===== src/smsc_defines.vh =====
// Purpose: Shared constants of the status output and monitor scaler.
// Assumes: APB word registers, 0.1 percent units for gain, bias and monitor values.
// Notes: Analog codes are in 0.1 percent of full scale, so 1000 is 10 V or 20 mA.
`ifndef SMSC_DEFINES_VH
`define SMSC_DEFINES_VH

// Register byte offsets.
`define SMSC_OFS_FIRST_ITEM 8'h00
`define SMSC_OFS_FIRST_GAIN 8'h04
`define SMSC_OFS_FIRST_BIAS 8'h08
`define SMSC_OFS_SECOND_ITEM 8'h0C
`define SMSC_OFS_SECOND_GAIN 8'h10
`define SMSC_OFS_SECOND_BIAS 8'h14
`define SMSC_OFS_FIRST_LEVEL 8'h18
`define SMSC_OFS_SECOND_LEVEL 8'h1C
`define SMSC_OFS_CONTACT0 8'h20
`define SMSC_OFS_CONTACT1 8'h24
`define SMSC_OFS_CONTACT2 8'h28
`define SMSC_OFS_INT_STATUS 8'h2C
`define SMSC_OFS_INT_MASK 8'h30
`define SMSC_OFS_STATE 8'h34
`define SMSC_OFS_OUT_ONE 8'h38
`define SMSC_OFS_OUT_TWO 8'h3C

// Reset values.
`define SMSC_RST_FIRST_ITEM 16'h0002
`define SMSC_RST_SECOND_ITEM 16'h0003
`define SMSC_RST_FIRST_GAIN 16'h03E8
`define SMSC_RST_SECOND_GAIN 16'h01F4
`define SMSC_RST_BIAS 16'h0000
`define SMSC_RST_LEVEL 2'h0
`define SMSC_RST_CONTACT0 8'h00
`define SMSC_RST_CONTACT1 8'h01
`define SMSC_RST_CONTACT2 8'h02

// Setting limits; gain and bias in 0.1 percent, item as a monitor number.
`define SMSC_GAIN_MAX 16'h2710
`define SMSC_BIAS_LIM 16'h044C
`define SMSC_ITEM_MAX 16'h0026

// Level selector codes.
`define SMSC_LVL_UNI 2'h0
`define SMSC_LVL_BIP 2'h1
`define SMSC_LVL_CUR 2'h2

// Scaling constants in 0.1 percent of full scale.
`define SMSC_FULL_SCALE 12'h3E8
`define SMSC_CUR_ZERO 12'h0C8

// Contact function codes.
`define SMSC_FN_RUN_SRC 8'h0A
`define SMSC_FN_FAULT 8'h0E
`define SMSC_FN_MINOR 8'h10
`define SMSC_FN_FAULT_RST 8'h11
`define SMSC_FN_REVERSE 8'h1A
`define SMSC_FN_BLOCK2 8'h1B
`define SMSC_FN_MOTOR2 8'h1C
`define SMSC_FN_RUN2 8'h37
`define SMSC_FN_DRV_EN 8'h38

// Interrupt status bit positions.
`define SMSC_INT_FAULT 0
`define SMSC_INT_MINOR 1
`define SMSC_INT_SAT_ONE 2
`define SMSC_INT_SAT_TWO 3
`define SMSC_INT_REJECT 4
`define SMSC_INT_W 5

`endif


===== src/smsc_scaler.v =====
// Purpose: Combinational gain, bias, clamp and range mapping of one monitor value.
// Assumes: Value, gain and bias in 0.1 percent; gain and bias already range checked.
// Notes: Output code in 0.1 percent of full scale, signed, range -1000 to 1000.
`timescale 1ns/100ps
`include "smsc_defines.vh"
module smsc_scaler (
    // Monitor sample and settings.
    input wire signed [15:0] item_value,
    input wire [15:0] gain,
    input wire signed [15:0] bias,
    input wire [1:0] level,
    // Scaled result.
    output reg signed [11:0] code,
    output reg saturated
);

    localparam signed [35:0] PCT_SCALE = 36'sd1000;

    reg signed [35:0] slope;
    reg signed [35:0] raw;
    reg signed [35:0] lo;
    reg signed [35:0] hi;
    reg signed [35:0] clip;

    always @* begin
        // Output is bias at 0 percent of the item and gain at 100 percent.
        // Every operand is signed so that negative items divide toward zero.
        slope = $signed({20'h00000, gain}) - $signed({{20{bias[15]}}, bias});
        raw = $signed({{20{bias[15]}}, bias})
            + ($signed({{20{item_value[15]}}, item_value}) * slope) / PCT_SCALE;
        hi = {24'h000000, `SMSC_FULL_SCALE};
        lo = (level == `SMSC_LVL_BIP) ? -hi : 36'sd0;
        saturated = (raw > hi) || (raw < lo);
        if (raw > hi) begin
            clip = hi;
        end else if (raw < lo) begin
            clip = lo;
        end else begin
            clip = raw;
        end
        if (level == `SMSC_LVL_CUR) begin
            // Zero maps to 4 mA and full scale to 20 mA.
            code = `SMSC_CUR_ZERO + clip[11:0] - clip[11:0] / 12'sd5;
        end else begin
            code = clip[11:0];
        end
    end

endmodule // smsc_scaler


===== src/smsc_top.v =====
// Purpose: Contact status outputs and two scaled analog monitor channels behind APB.
// Assumes: Drive status inputs are asynchronous; the monitor lookup shares pclk.
// Notes: The two analog channels share one scaler and are refreshed on alternate cycles.
// Operation
// - Code A: on while keypad is run source
// - Code E: major faults except two excluded
// - Code 10: on while minor fault present
// - Code 11: on while fault reset requested
// - Code 1A: on during reverse run request
// - Code 1B: off while blocking request asserted
// - Code 1C: on while motor two selected
// - Code 37: on while frequency is output
// - Code 38: on while drive enabled
// - Item select accepts only valid monitor numbers
// - Gain 0 to 1000.0 percent, defaults 100/50
// - Bias -110.0 to +110.0 percent, default zero
// - Analog output saturates at full scale
// - Bipolar mode keeps sign of value
`timescale 1ns/100ps
`include "smsc_defines.vh"
module smsc_top #(
    parameter NUM_CONTACTS = 3
) (
    // Clock and reset.
    input wire pclk,
    input wire presetn,
    // APB slave.
    input wire [7:0] paddr,
    input wire psel,
    input wire penable,
    input wire pwrite,
    input wire [31:0] pwdata,
    output reg [31:0] prdata,
    output reg pready,
    output reg pslverr,
    // Drive status, asynchronous levels.
    input wire run_src_keypad,
    input wire major_fault,
    input wire excluded_fault_a,
    input wire excluded_fault_b,
    input wire minor_fault,
    input wire fault_reset_req,
    input wire reverse_run_req,
    input wire block_req,
    input wire motor_two_sel,
    input wire freq_output_on,
    input wire drive_enable_req,
    // Status monitor group lookup.
    output reg [5:0] monitor_item,
    input wire [15:0] monitor_value,
    // Contact and analog outputs.
    output reg [NUM_CONTACTS-1:0] contact_out,
    output reg [11:0] analog_out_one,
    output reg [1:0] analog_out_one_range,
    output reg [11:0] analog_out_two,
    output reg [1:0] analog_out_two_range,
    // Interrupt.
    output reg irq
);

    localparam NSTAT = 11;
    localparam S_KEYPAD = 0;
    localparam S_FAULT = 1;
    localparam S_EXC_A = 2;
    localparam S_EXC_B = 3;
    localparam S_MINOR = 4;
    localparam S_FRST = 5;
    localparam S_REV = 6;
    localparam S_BLOCK = 7;
    localparam S_MOT2 = 8;
    localparam S_FREQ = 9;
    localparam S_DRVEN = 10;
    // The lookup port is only six bits wide, so the reset item is cut on purpose.
    localparam [15:0] FIRST_ITEM_RST = `SMSC_RST_FIRST_ITEM;

    ////////////////////////////////////////////////////////////////////////////////////////
    // Functions.

    // Monitor numbers 4, 10 to 14, 28 and 34 have no analog meaning.
    function item_ok;
        input [15:0] v;
        begin
            item_ok = (v >= 16'h0001) && (v <= `SMSC_ITEM_MAX) && (v != 16'h0004)
                && !((v >= 16'h000A) && (v <= 16'h000E))
                && (v != 16'h001C) && (v != 16'h0022);
        end
    endfunction

    function gain_ok;
        input [15:0] v;
        begin
            gain_ok = (v <= `SMSC_GAIN_MAX);
        end
    endfunction

    function bias_ok;
        input [15:0] v;
        begin
            bias_ok = ($signed(v) <= $signed(`SMSC_BIAS_LIM))
                && ($signed(v) >= -$signed(`SMSC_BIAS_LIM));
        end
    endfunction

    function level_ok;
        input [15:0] v;
        begin
            level_ok = (v <= {14'h0000, `SMSC_LVL_CUR});
        end
    endfunction

    // Contact function decode; unknown codes leave the contact open.
    function contact_fn;
        input [7:0] code;
        input [NSTAT-1:0] s;
        begin
            case (code)
                `SMSC_FN_RUN_SRC: contact_fn = s[S_KEYPAD];
                `SMSC_FN_FAULT: contact_fn = s[S_FAULT] & ~s[S_EXC_A] & ~s[S_EXC_B];
                `SMSC_FN_MINOR: contact_fn = s[S_MINOR];
                `SMSC_FN_FAULT_RST: contact_fn = s[S_FRST];
                `SMSC_FN_REVERSE: contact_fn = s[S_REV];
                `SMSC_FN_BLOCK2: contact_fn = ~s[S_BLOCK];
                `SMSC_FN_MOTOR2: contact_fn = s[S_MOT2];
                `SMSC_FN_RUN2: contact_fn = s[S_FREQ];
                `SMSC_FN_DRV_EN: contact_fn = s[S_DRVEN];
                default: contact_fn = 1'b0;
            endcase
        end
    endfunction

    ////////////////////////////////////////////////////////////////////////////////////////
    // Input synchronisers.

    reg [NSTAT-1:0] sync1_q;
    reg [NSTAT-1:0] stat_q;
    reg [NSTAT-1:0] stat_prev_q;
    wire [NSTAT-1:0] stat_raw;

    assign stat_raw = {drive_enable_req, freq_output_on, motor_two_sel, block_req,
                       reverse_run_req, fault_reset_req, minor_fault, excluded_fault_b,
                       excluded_fault_a, major_fault, run_src_keypad};

    always @(posedge pclk or negedge presetn) begin
        if (!presetn) begin
            sync1_q <= {NSTAT{1'b0}};
            stat_q <= {NSTAT{1'b0}};
            stat_prev_q <= {NSTAT{1'b0}};
        end else begin
            sync1_q <= stat_raw;
            stat_q <= sync1_q;
            stat_prev_q <= stat_q;
        end
    end

    ////////////////////////////////////////////////////////////////////////////////////////
    // Settings registers.

    reg [15:0] item_q [0:1];
    reg [15:0] gain_q [0:1];
    reg [15:0] bias_q [0:1];
    reg [1:0] level_q [0:1];
    reg [7:0] csel_q [0:NUM_CONTACTS-1];
    reg [`SMSC_INT_W-1:0] int_status_q;
    reg [`SMSC_INT_W-1:0] int_mask_q;
    reg [`SMSC_INT_W-1:0] int_status_d;
    reg [`SMSC_INT_W-1:0] events;
    reg reject_d;
    wire wr_en;
    wire setup;
    wire [15:0] wv;
    wire sat;
    wire signed [11:0] scaled;
    reg chan_q;
    integer i;

    // Writes take effect in the access phase; pready is low in reset and high from the first clock after it.
    assign wr_en = psel & penable & pwrite;
    assign setup = psel & ~penable;
    assign wv = pwdata[15:0];

    // Out-of-range settings are refused and keep the previous value.
    always @* begin
        reject_d = 1'b0;
        if (wr_en) begin
            case (paddr)
                `SMSC_OFS_FIRST_ITEM, `SMSC_OFS_SECOND_ITEM: reject_d = !item_ok(wv);
                `SMSC_OFS_FIRST_GAIN, `SMSC_OFS_SECOND_GAIN: reject_d = !gain_ok(wv);
                `SMSC_OFS_FIRST_BIAS, `SMSC_OFS_SECOND_BIAS: reject_d = !bias_ok(wv);
                `SMSC_OFS_FIRST_LEVEL, `SMSC_OFS_SECOND_LEVEL: reject_d = !level_ok(wv);
                default: reject_d = 1'b0;
            endcase
        end
    end

    always @(posedge pclk or negedge presetn) begin
        if (!presetn) begin
            item_q[0] <= `SMSC_RST_FIRST_ITEM;
            item_q[1] <= `SMSC_RST_SECOND_ITEM;
            gain_q[0] <= `SMSC_RST_FIRST_GAIN;
            gain_q[1] <= `SMSC_RST_SECOND_GAIN;
            bias_q[0] <= `SMSC_RST_BIAS;
            bias_q[1] <= `SMSC_RST_BIAS;
            level_q[0] <= `SMSC_RST_LEVEL;
            level_q[1] <= `SMSC_RST_LEVEL;
            csel_q[0] <= `SMSC_RST_CONTACT0;
            csel_q[1] <= `SMSC_RST_CONTACT1;
            csel_q[2] <= `SMSC_RST_CONTACT2;
            int_mask_q <= {`SMSC_INT_W{1'b0}};
        end else if (wr_en && !reject_d) begin
            case (paddr)
                `SMSC_OFS_FIRST_ITEM: item_q[0] <= wv;
                `SMSC_OFS_SECOND_ITEM: item_q[1] <= wv;
                `SMSC_OFS_FIRST_GAIN: gain_q[0] <= wv;
                `SMSC_OFS_SECOND_GAIN: gain_q[1] <= wv;
                `SMSC_OFS_FIRST_BIAS: bias_q[0] <= wv;
                `SMSC_OFS_SECOND_BIAS: bias_q[1] <= wv;
                `SMSC_OFS_FIRST_LEVEL: level_q[0] <= wv[1:0];
                `SMSC_OFS_SECOND_LEVEL: level_q[1] <= wv[1:0];
                `SMSC_OFS_CONTACT0: csel_q[0] <= pwdata[7:0];
                `SMSC_OFS_CONTACT1: csel_q[1] <= pwdata[7:0];
                `SMSC_OFS_CONTACT2: csel_q[2] <= pwdata[7:0];
                `SMSC_OFS_INT_MASK: int_mask_q <= pwdata[`SMSC_INT_W-1:0];
                default: int_mask_q <= int_mask_q;
            endcase
        end
    end

    ////////////////////////////////////////////////////////////////////////////////////////
    // Interrupt status, write one to clear; a new event wins over the clear.

    always @* begin
        events = {`SMSC_INT_W{1'b0}};
        events[`SMSC_INT_FAULT] = stat_q[S_FAULT] & ~stat_prev_q[S_FAULT];
        events[`SMSC_INT_MINOR] = stat_q[S_MINOR] & ~stat_prev_q[S_MINOR];
        events[`SMSC_INT_SAT_ONE] = sat & ~chan_q;
        events[`SMSC_INT_SAT_TWO] = sat & chan_q;
        events[`SMSC_INT_REJECT] = reject_d;
        int_status_d = int_status_q;
        if (wr_en && (paddr == `SMSC_OFS_INT_STATUS)) begin
            int_status_d = int_status_q & ~pwdata[`SMSC_INT_W-1:0];
        end
        int_status_d = int_status_d | events;
    end

    always @(posedge pclk or negedge presetn) begin
        if (!presetn) begin
            int_status_q <= {`SMSC_INT_W{1'b0}};
            irq <= 1'b0;
        end else begin
            int_status_q <= int_status_d;
            irq <= |(int_status_d & int_mask_q);
        end
    end

    ////////////////////////////////////////////////////////////////////////////////////////
    // APB read path; data and error are registered in the setup cycle.

    always @(posedge pclk or negedge presetn) begin
        if (!presetn) begin
            prdata <= 32'h00000000;
            pslverr <= 1'b0;
            pready <= 1'b0;
        end else begin
            pready <= 1'b1;
            if (setup) begin
                pslverr <= (paddr > `SMSC_OFS_OUT_TWO) || (paddr[1:0] != 2'h0);
                case (paddr)
                    `SMSC_OFS_FIRST_ITEM: prdata <= {16'h0000, item_q[0]};
                    `SMSC_OFS_FIRST_GAIN: prdata <= {16'h0000, gain_q[0]};
                    `SMSC_OFS_FIRST_BIAS: prdata <= {16'h0000, bias_q[0]};
                    `SMSC_OFS_SECOND_ITEM: prdata <= {16'h0000, item_q[1]};
                    `SMSC_OFS_SECOND_GAIN: prdata <= {16'h0000, gain_q[1]};
                    `SMSC_OFS_SECOND_BIAS: prdata <= {16'h0000, bias_q[1]};
                    `SMSC_OFS_FIRST_LEVEL: prdata <= {30'h00000000, level_q[0]};
                    `SMSC_OFS_SECOND_LEVEL: prdata <= {30'h00000000, level_q[1]};
                    `SMSC_OFS_CONTACT0: prdata <= {24'h000000, csel_q[0]};
                    `SMSC_OFS_CONTACT1: prdata <= {24'h000000, csel_q[1]};
                    `SMSC_OFS_CONTACT2: prdata <= {24'h000000, csel_q[2]};
                    `SMSC_OFS_INT_STATUS: prdata <= {27'h0000000, int_status_q};
                    `SMSC_OFS_INT_MASK: prdata <= {27'h0000000, int_mask_q};
                    `SMSC_OFS_STATE: prdata <= {5'h00, stat_q, 13'h0000, contact_out};
                    `SMSC_OFS_OUT_ONE: prdata <= {20'h00000, analog_out_one};
                    `SMSC_OFS_OUT_TWO: prdata <= {20'h00000, analog_out_two};
                    default: prdata <= 32'h00000000;
                endcase
            end
        end
    end

    ////////////////////////////////////////////////////////////////////////////////////////
    // Contact outputs.

    always @(posedge pclk or negedge presetn) begin
        if (!presetn) begin
            contact_out <= {NUM_CONTACTS{1'b0}};
        end else begin
            for (i = 0; i < NUM_CONTACTS; i = i + 1) begin
                contact_out[i] <= contact_fn(csel_q[i], stat_q);
            end
        end
    end

    ////////////////////////////////////////////////////////////////////////////////////////
    // Analog channels, time-shared scaler.

    // Sharing one multiplier halves the area; each channel refreshes every second cycle.
    smsc_scaler u_scaler (
        .item_value(monitor_value),
        .gain(gain_q[chan_q]),
        .bias(bias_q[chan_q]),
        .level(level_q[chan_q]),
        .code(scaled),
        .saturated(sat)
    );

    always @(posedge pclk or negedge presetn) begin
        if (!presetn) begin
            chan_q <= 1'b0;
            monitor_item <= FIRST_ITEM_RST[5:0];
            analog_out_one <= 12'h000;
            analog_out_two <= 12'h000;
            analog_out_one_range <= `SMSC_RST_LEVEL;
            analog_out_two_range <= `SMSC_RST_LEVEL;
        end else begin
            chan_q <= ~chan_q;
            monitor_item <= item_q[~chan_q][5:0];
            if (!chan_q) begin
                analog_out_one <= scaled;
                analog_out_one_range <= level_q[0];
            end else begin
                analog_out_two <= scaled;
                analog_out_two_range <= level_q[1];
            end
        end
    end

endmodule // smsc_top


===== config.mk =====
export PLATFORM = sky130hd
export DESIGN_NAME = smsc_top
export DESIGN_NICKNAME = d
export VERILOG_FILES = /design/src/smsc_scaler.v /design/src/smsc_top.v
export VERILOG_INCLUDE_DIRS = /design/src
export SDC_FILE = /design/constraint.sdc
export NUM_CORES = 2
export LEC_CHECK = 0
export BUFFER_PORTS_ARGS = -buffer_cell sky130_fd_sc_hd__buf_2
export CORE_ASPECT_RATIO = 0.9
export CORE_MARGIN = 2
export CORE_UTILIZATION = 30
export CTS_CLUSTER_DIAMETER = 100
export CTS_CLUSTER_SIZE = 25
export DETAILED_ROUTE_END_ITERATION = 8
export PLACE_DENSITY = 0.45
export RECOVER_POWER = 50
export SKIP_CTS_REPAIR_TIMING = 1
export SYNTH_ARGS = -nofsm -noshare
export SYNTH_HDL_FRONTEND = slang
export SYNTH_SLANG_ARGS = --single-unit

===== constraint.sdc =====
create_clock -name pclk -period 48.8 [get_ports pclk]
set_input_delay 4.88 -clock pclk [delete_from_list [all_inputs] [get_ports pclk]]
set_output_delay 4.88 -clock pclk [all_outputs]
set_load 0.05 [all_outputs]

==> impl_metrics.json <==
{
  "via_per_inst": 5.34,
  "antenna_found_initial": 3,
  "coreArea_sq_mm": 0.121,
  "grt_util_all_layers": 0.184,
  "worst_pin_slew_ns": 5.16,
  "yosysWarnings": 0,
  "dp_hpwl_mm": 92.1,
  "grt_pass1_wl_mm": 185,
  "slew_viol_final": 168,
  "max-clock-path-buffers": 3,
  "nets": 5080,
  "drive_above_1_share": 0.160,
  "start_util": 0.302,
  "slowest_delay_ns": 0.60,
  "post_synth_inst_count": 4311,
  "cts.sinks": 226,
  "grt_max_degree": 94,
  "crit_slowest_cell": "or4b_4",
  "cp_max_fo": 18,
  "overflow": 0,
  "drtPass1Iterations": 5,
  "drc": 0,
  "skew_ns": 0.0297,
  "post_drt_wl_per_cell_um": 18.9,
  "ys_seq_elements": 226,
  "fin_crit_ns": 45.58,
  "critPathCaptureType": "register",
  "fmax_ghz": 0.0219,
  "finalHoldViolations": 0,
  "cts_root_buf": "clkbuf_16",
  "synth-seq-area-share": 0.156,
  "timing.critical_path.mode_cell": "a21oi_1",
  "crit_arrival_ns": 45.94,
  "via_count": 32736,
  "die_w_um": 371,
  "synth_top_flop_cell": "dfrtp_1",
  "fin_crit_sh": 0.934,
  "place.gp.congestion": 0.858,
  "die-area_sq_mm": 0.124,
  "holdWs_ns": 0.351,
  "area_growth_pct": 13.0,
  "grt_pass1_vias": 32221,
  "startpoint_type": "input pin",
  "netlist_area_sq_mm": 0.0364,
  "min_path_type": "register to register",
  "path_buf_inv": 17,
  "die_h_um": 334,
  "violations": "capacitance limit, slew limit",
  "required_ns": 49.16,
  "cts_tree": "done",
  "antennaDiodeCount": 0,
  "setup_viol": 0,
  "ant_nets": 0,
  "clk_pin_slew_ns": 0.10,
  "cts-htree-levels": 1,
  "path_delay_family": "compound AO/OA/AOI/OAI gates",
  "io_buffers": 122,
  "rows": 121,
  "slew_headroom": -2.44,
  "status": "finished, violations left",
  "ioPinCount": 144,
  "drt_wl_total_mm": 116,
  "path_class": "input pin to register",
  "avgSynthCellArea_sq_um": 8.44,
  "synth_edf_count": 0,
  "synth_cell_types": 155,
  "cts-buffers-inserted": 13,
  "insertion_delay_ns": 0.50,
  "synthArstFlopShare": 1.00,
  "drt_iter0_drc": 2099,
  "maxCapViolCount": 2
}
[metal layers]
metal	routed length (um)	global-route usage	vias to the layer above
li1	-	-	15794
met1	57900	0.275	16193
met2	52100	0.296	667
met3	4430	0.00905	78
met4	1680	0.0268	4
met5	22	0	-
[cells in the mapped netlist (all sizes together), types with 31 or more instances]
master,instances,area share
mux2,140,0.043
a21oi,259,0.037
nor3,105,0.015
nand2b,34,0.0059
a31oi,46,0.0087
o21ai,220,0.031
a21o,50,0.010
and3,38,0.0065
xor2,77,0.020
o21bai,36,0.0074
buf,46,0.0074
a22o,40,0.0096
fa,287,0.16
nor2,253,0.027
ha,192,0.066
nand4,50,0.0088
a211oi,46,0.011
nand3,91,0.013
inv,432,0.045
or3,31,0.0056
clkbuf,147,0.015
a22oi,49,0.010
o211ai,50,0.011
nand2,409,0.042
mux2i,60,0.017
dfrtp,208,0.14
nor2b,31,0.0053
xnor2,150,0.037
and2,200,0.034
[cell type report]
type                    count  area, sq um
multi-input cells        3465        28800
clock inverters             2         38.8
well taps                1599         2000
inverters                 433         1630
clock buffers              20          352
flip-flops and latches    226         5680
fillers                 12802        79500
repair buffers            390         2580
[cells by family (layout without fill, tap and decap cells)]
kind of cell | Yosys count | count (layout) | share of synthesized area
and+or+nand+nor | 1383 | 1383 | 0.196
AOI/OAI and AO/OA | 1158 | 1160 | 0.237
buffers and inverters | 626 | 845 | 0.0673
adders and majority gates | 488 | 488 | 0.226
xor gates and xnor gates | 227 | 227 | 0.0564
DFF | 226 | 226 | 0.156
muxes | 201 | 201 | 0.0607
other | 2 | 6 | 0.000206
[worst paths after layout]
check                                      start            endpoint  slack [ns]  cells after the start
worst max-delay path            monitor_value[6]  analog_out_two[11]        3.22                    180
min in group asynchronous                presetn          prdata[19]        6.24                      1
worst max register to register            chan_q  analog_out_two[11]        3.83                    201
worst min register to register        sync1_q[0]           stat_q[0]        0.35                      0
max in group asynchronous                presetn              chan_q       36.92                      3
worst min-delay path                  sync1_q[0]           stat_q[0]        0.35                      0
[per-stage QoR]
stage | util | cells | area, sq um | TNS, ns | worst slack (ns)
2_1_floorplan | - | 4315 | 36400 | 0 | 5.66
3_3_place_gp | 0.332 | 6086 | 40100 | 0 | 0.519
3_5_place_dp | 0.332 | 6086 | 40100 | 0 | 0.695
4_1_cts | 0.335 | 6108 | 40500 | 0 | 1.01
5_1_grt | 0.341 | 6135 | 41100 | -0.200 | -0.0856
6_report | 0.341 | 6135 | 41100 | 0 | 3.22
[state kept, by name, summed over array words and instances (netlist names), 3 cells and up]
name and count:
bias_q 32, gain_q 32, item_q 32, prdata 27, csel_q 24, analog_out_one 12
analog_out_two 12, stat_q 11, sync1_q 11, monitor_item 6, int_mask_q 5, int_status_q 5
level_q 4, contact_out 3
[placed cells by master (no fill, tap or decap), types with 16 or more instances in the layout]
cell type | synthesis | final
inv_1 | 430 | 429
a31oi_1 | 43 | 41
nand2b_1 | 33 | 33
mux2_2 | 134 | 131
o31ai_1 | 18 | 17
a21o_1 | 49 | 48
o21a_1 | 27 | 26
dfstp_2 | 18 | 17
buf_4 | 12 | 262
a211oi_1 | 37 | 34
buf_2 | 24 | 62
o21bai_1 | 36 | 36
a211o_1 | 16 | 16
o21ai_0 | 178 | 177
or3_1 | 29 | 27
clkbuf_1 | 147 | 65
nor2b_1 | 31 | 31
xor2_1 | 72 | 66
dfrtp_1 | 208 | 207
mux2i_1 | 58 | 57
o211ai_1 | 46 | 46
a21oi_1 | 252 | 248
nor3_1 | 98 | 91
o21ai_1 | 35 | 32
nand4_1 | 49 | 49
and3_1 | 38 | 38
fa_1 | 287 | 285
nor4_1 | 27 | 25
nor2_1 | 246 | 244
nand2_1 | 407 | 404
ha_1 | 192 | 190
a22o_1 | 40 | 40
and2_1 | 198 | 196
a221oi_1 | 29 | 28
xnor2_1 | 148 | 143
nand3_1 | 87 | 87
o2111ai_1 | 20 | 19
a22oi_1 | 48 | 48
Power is not shown: default switching activity piles up to over one toggle a cycle in this logic, so the estimate is an artifact.
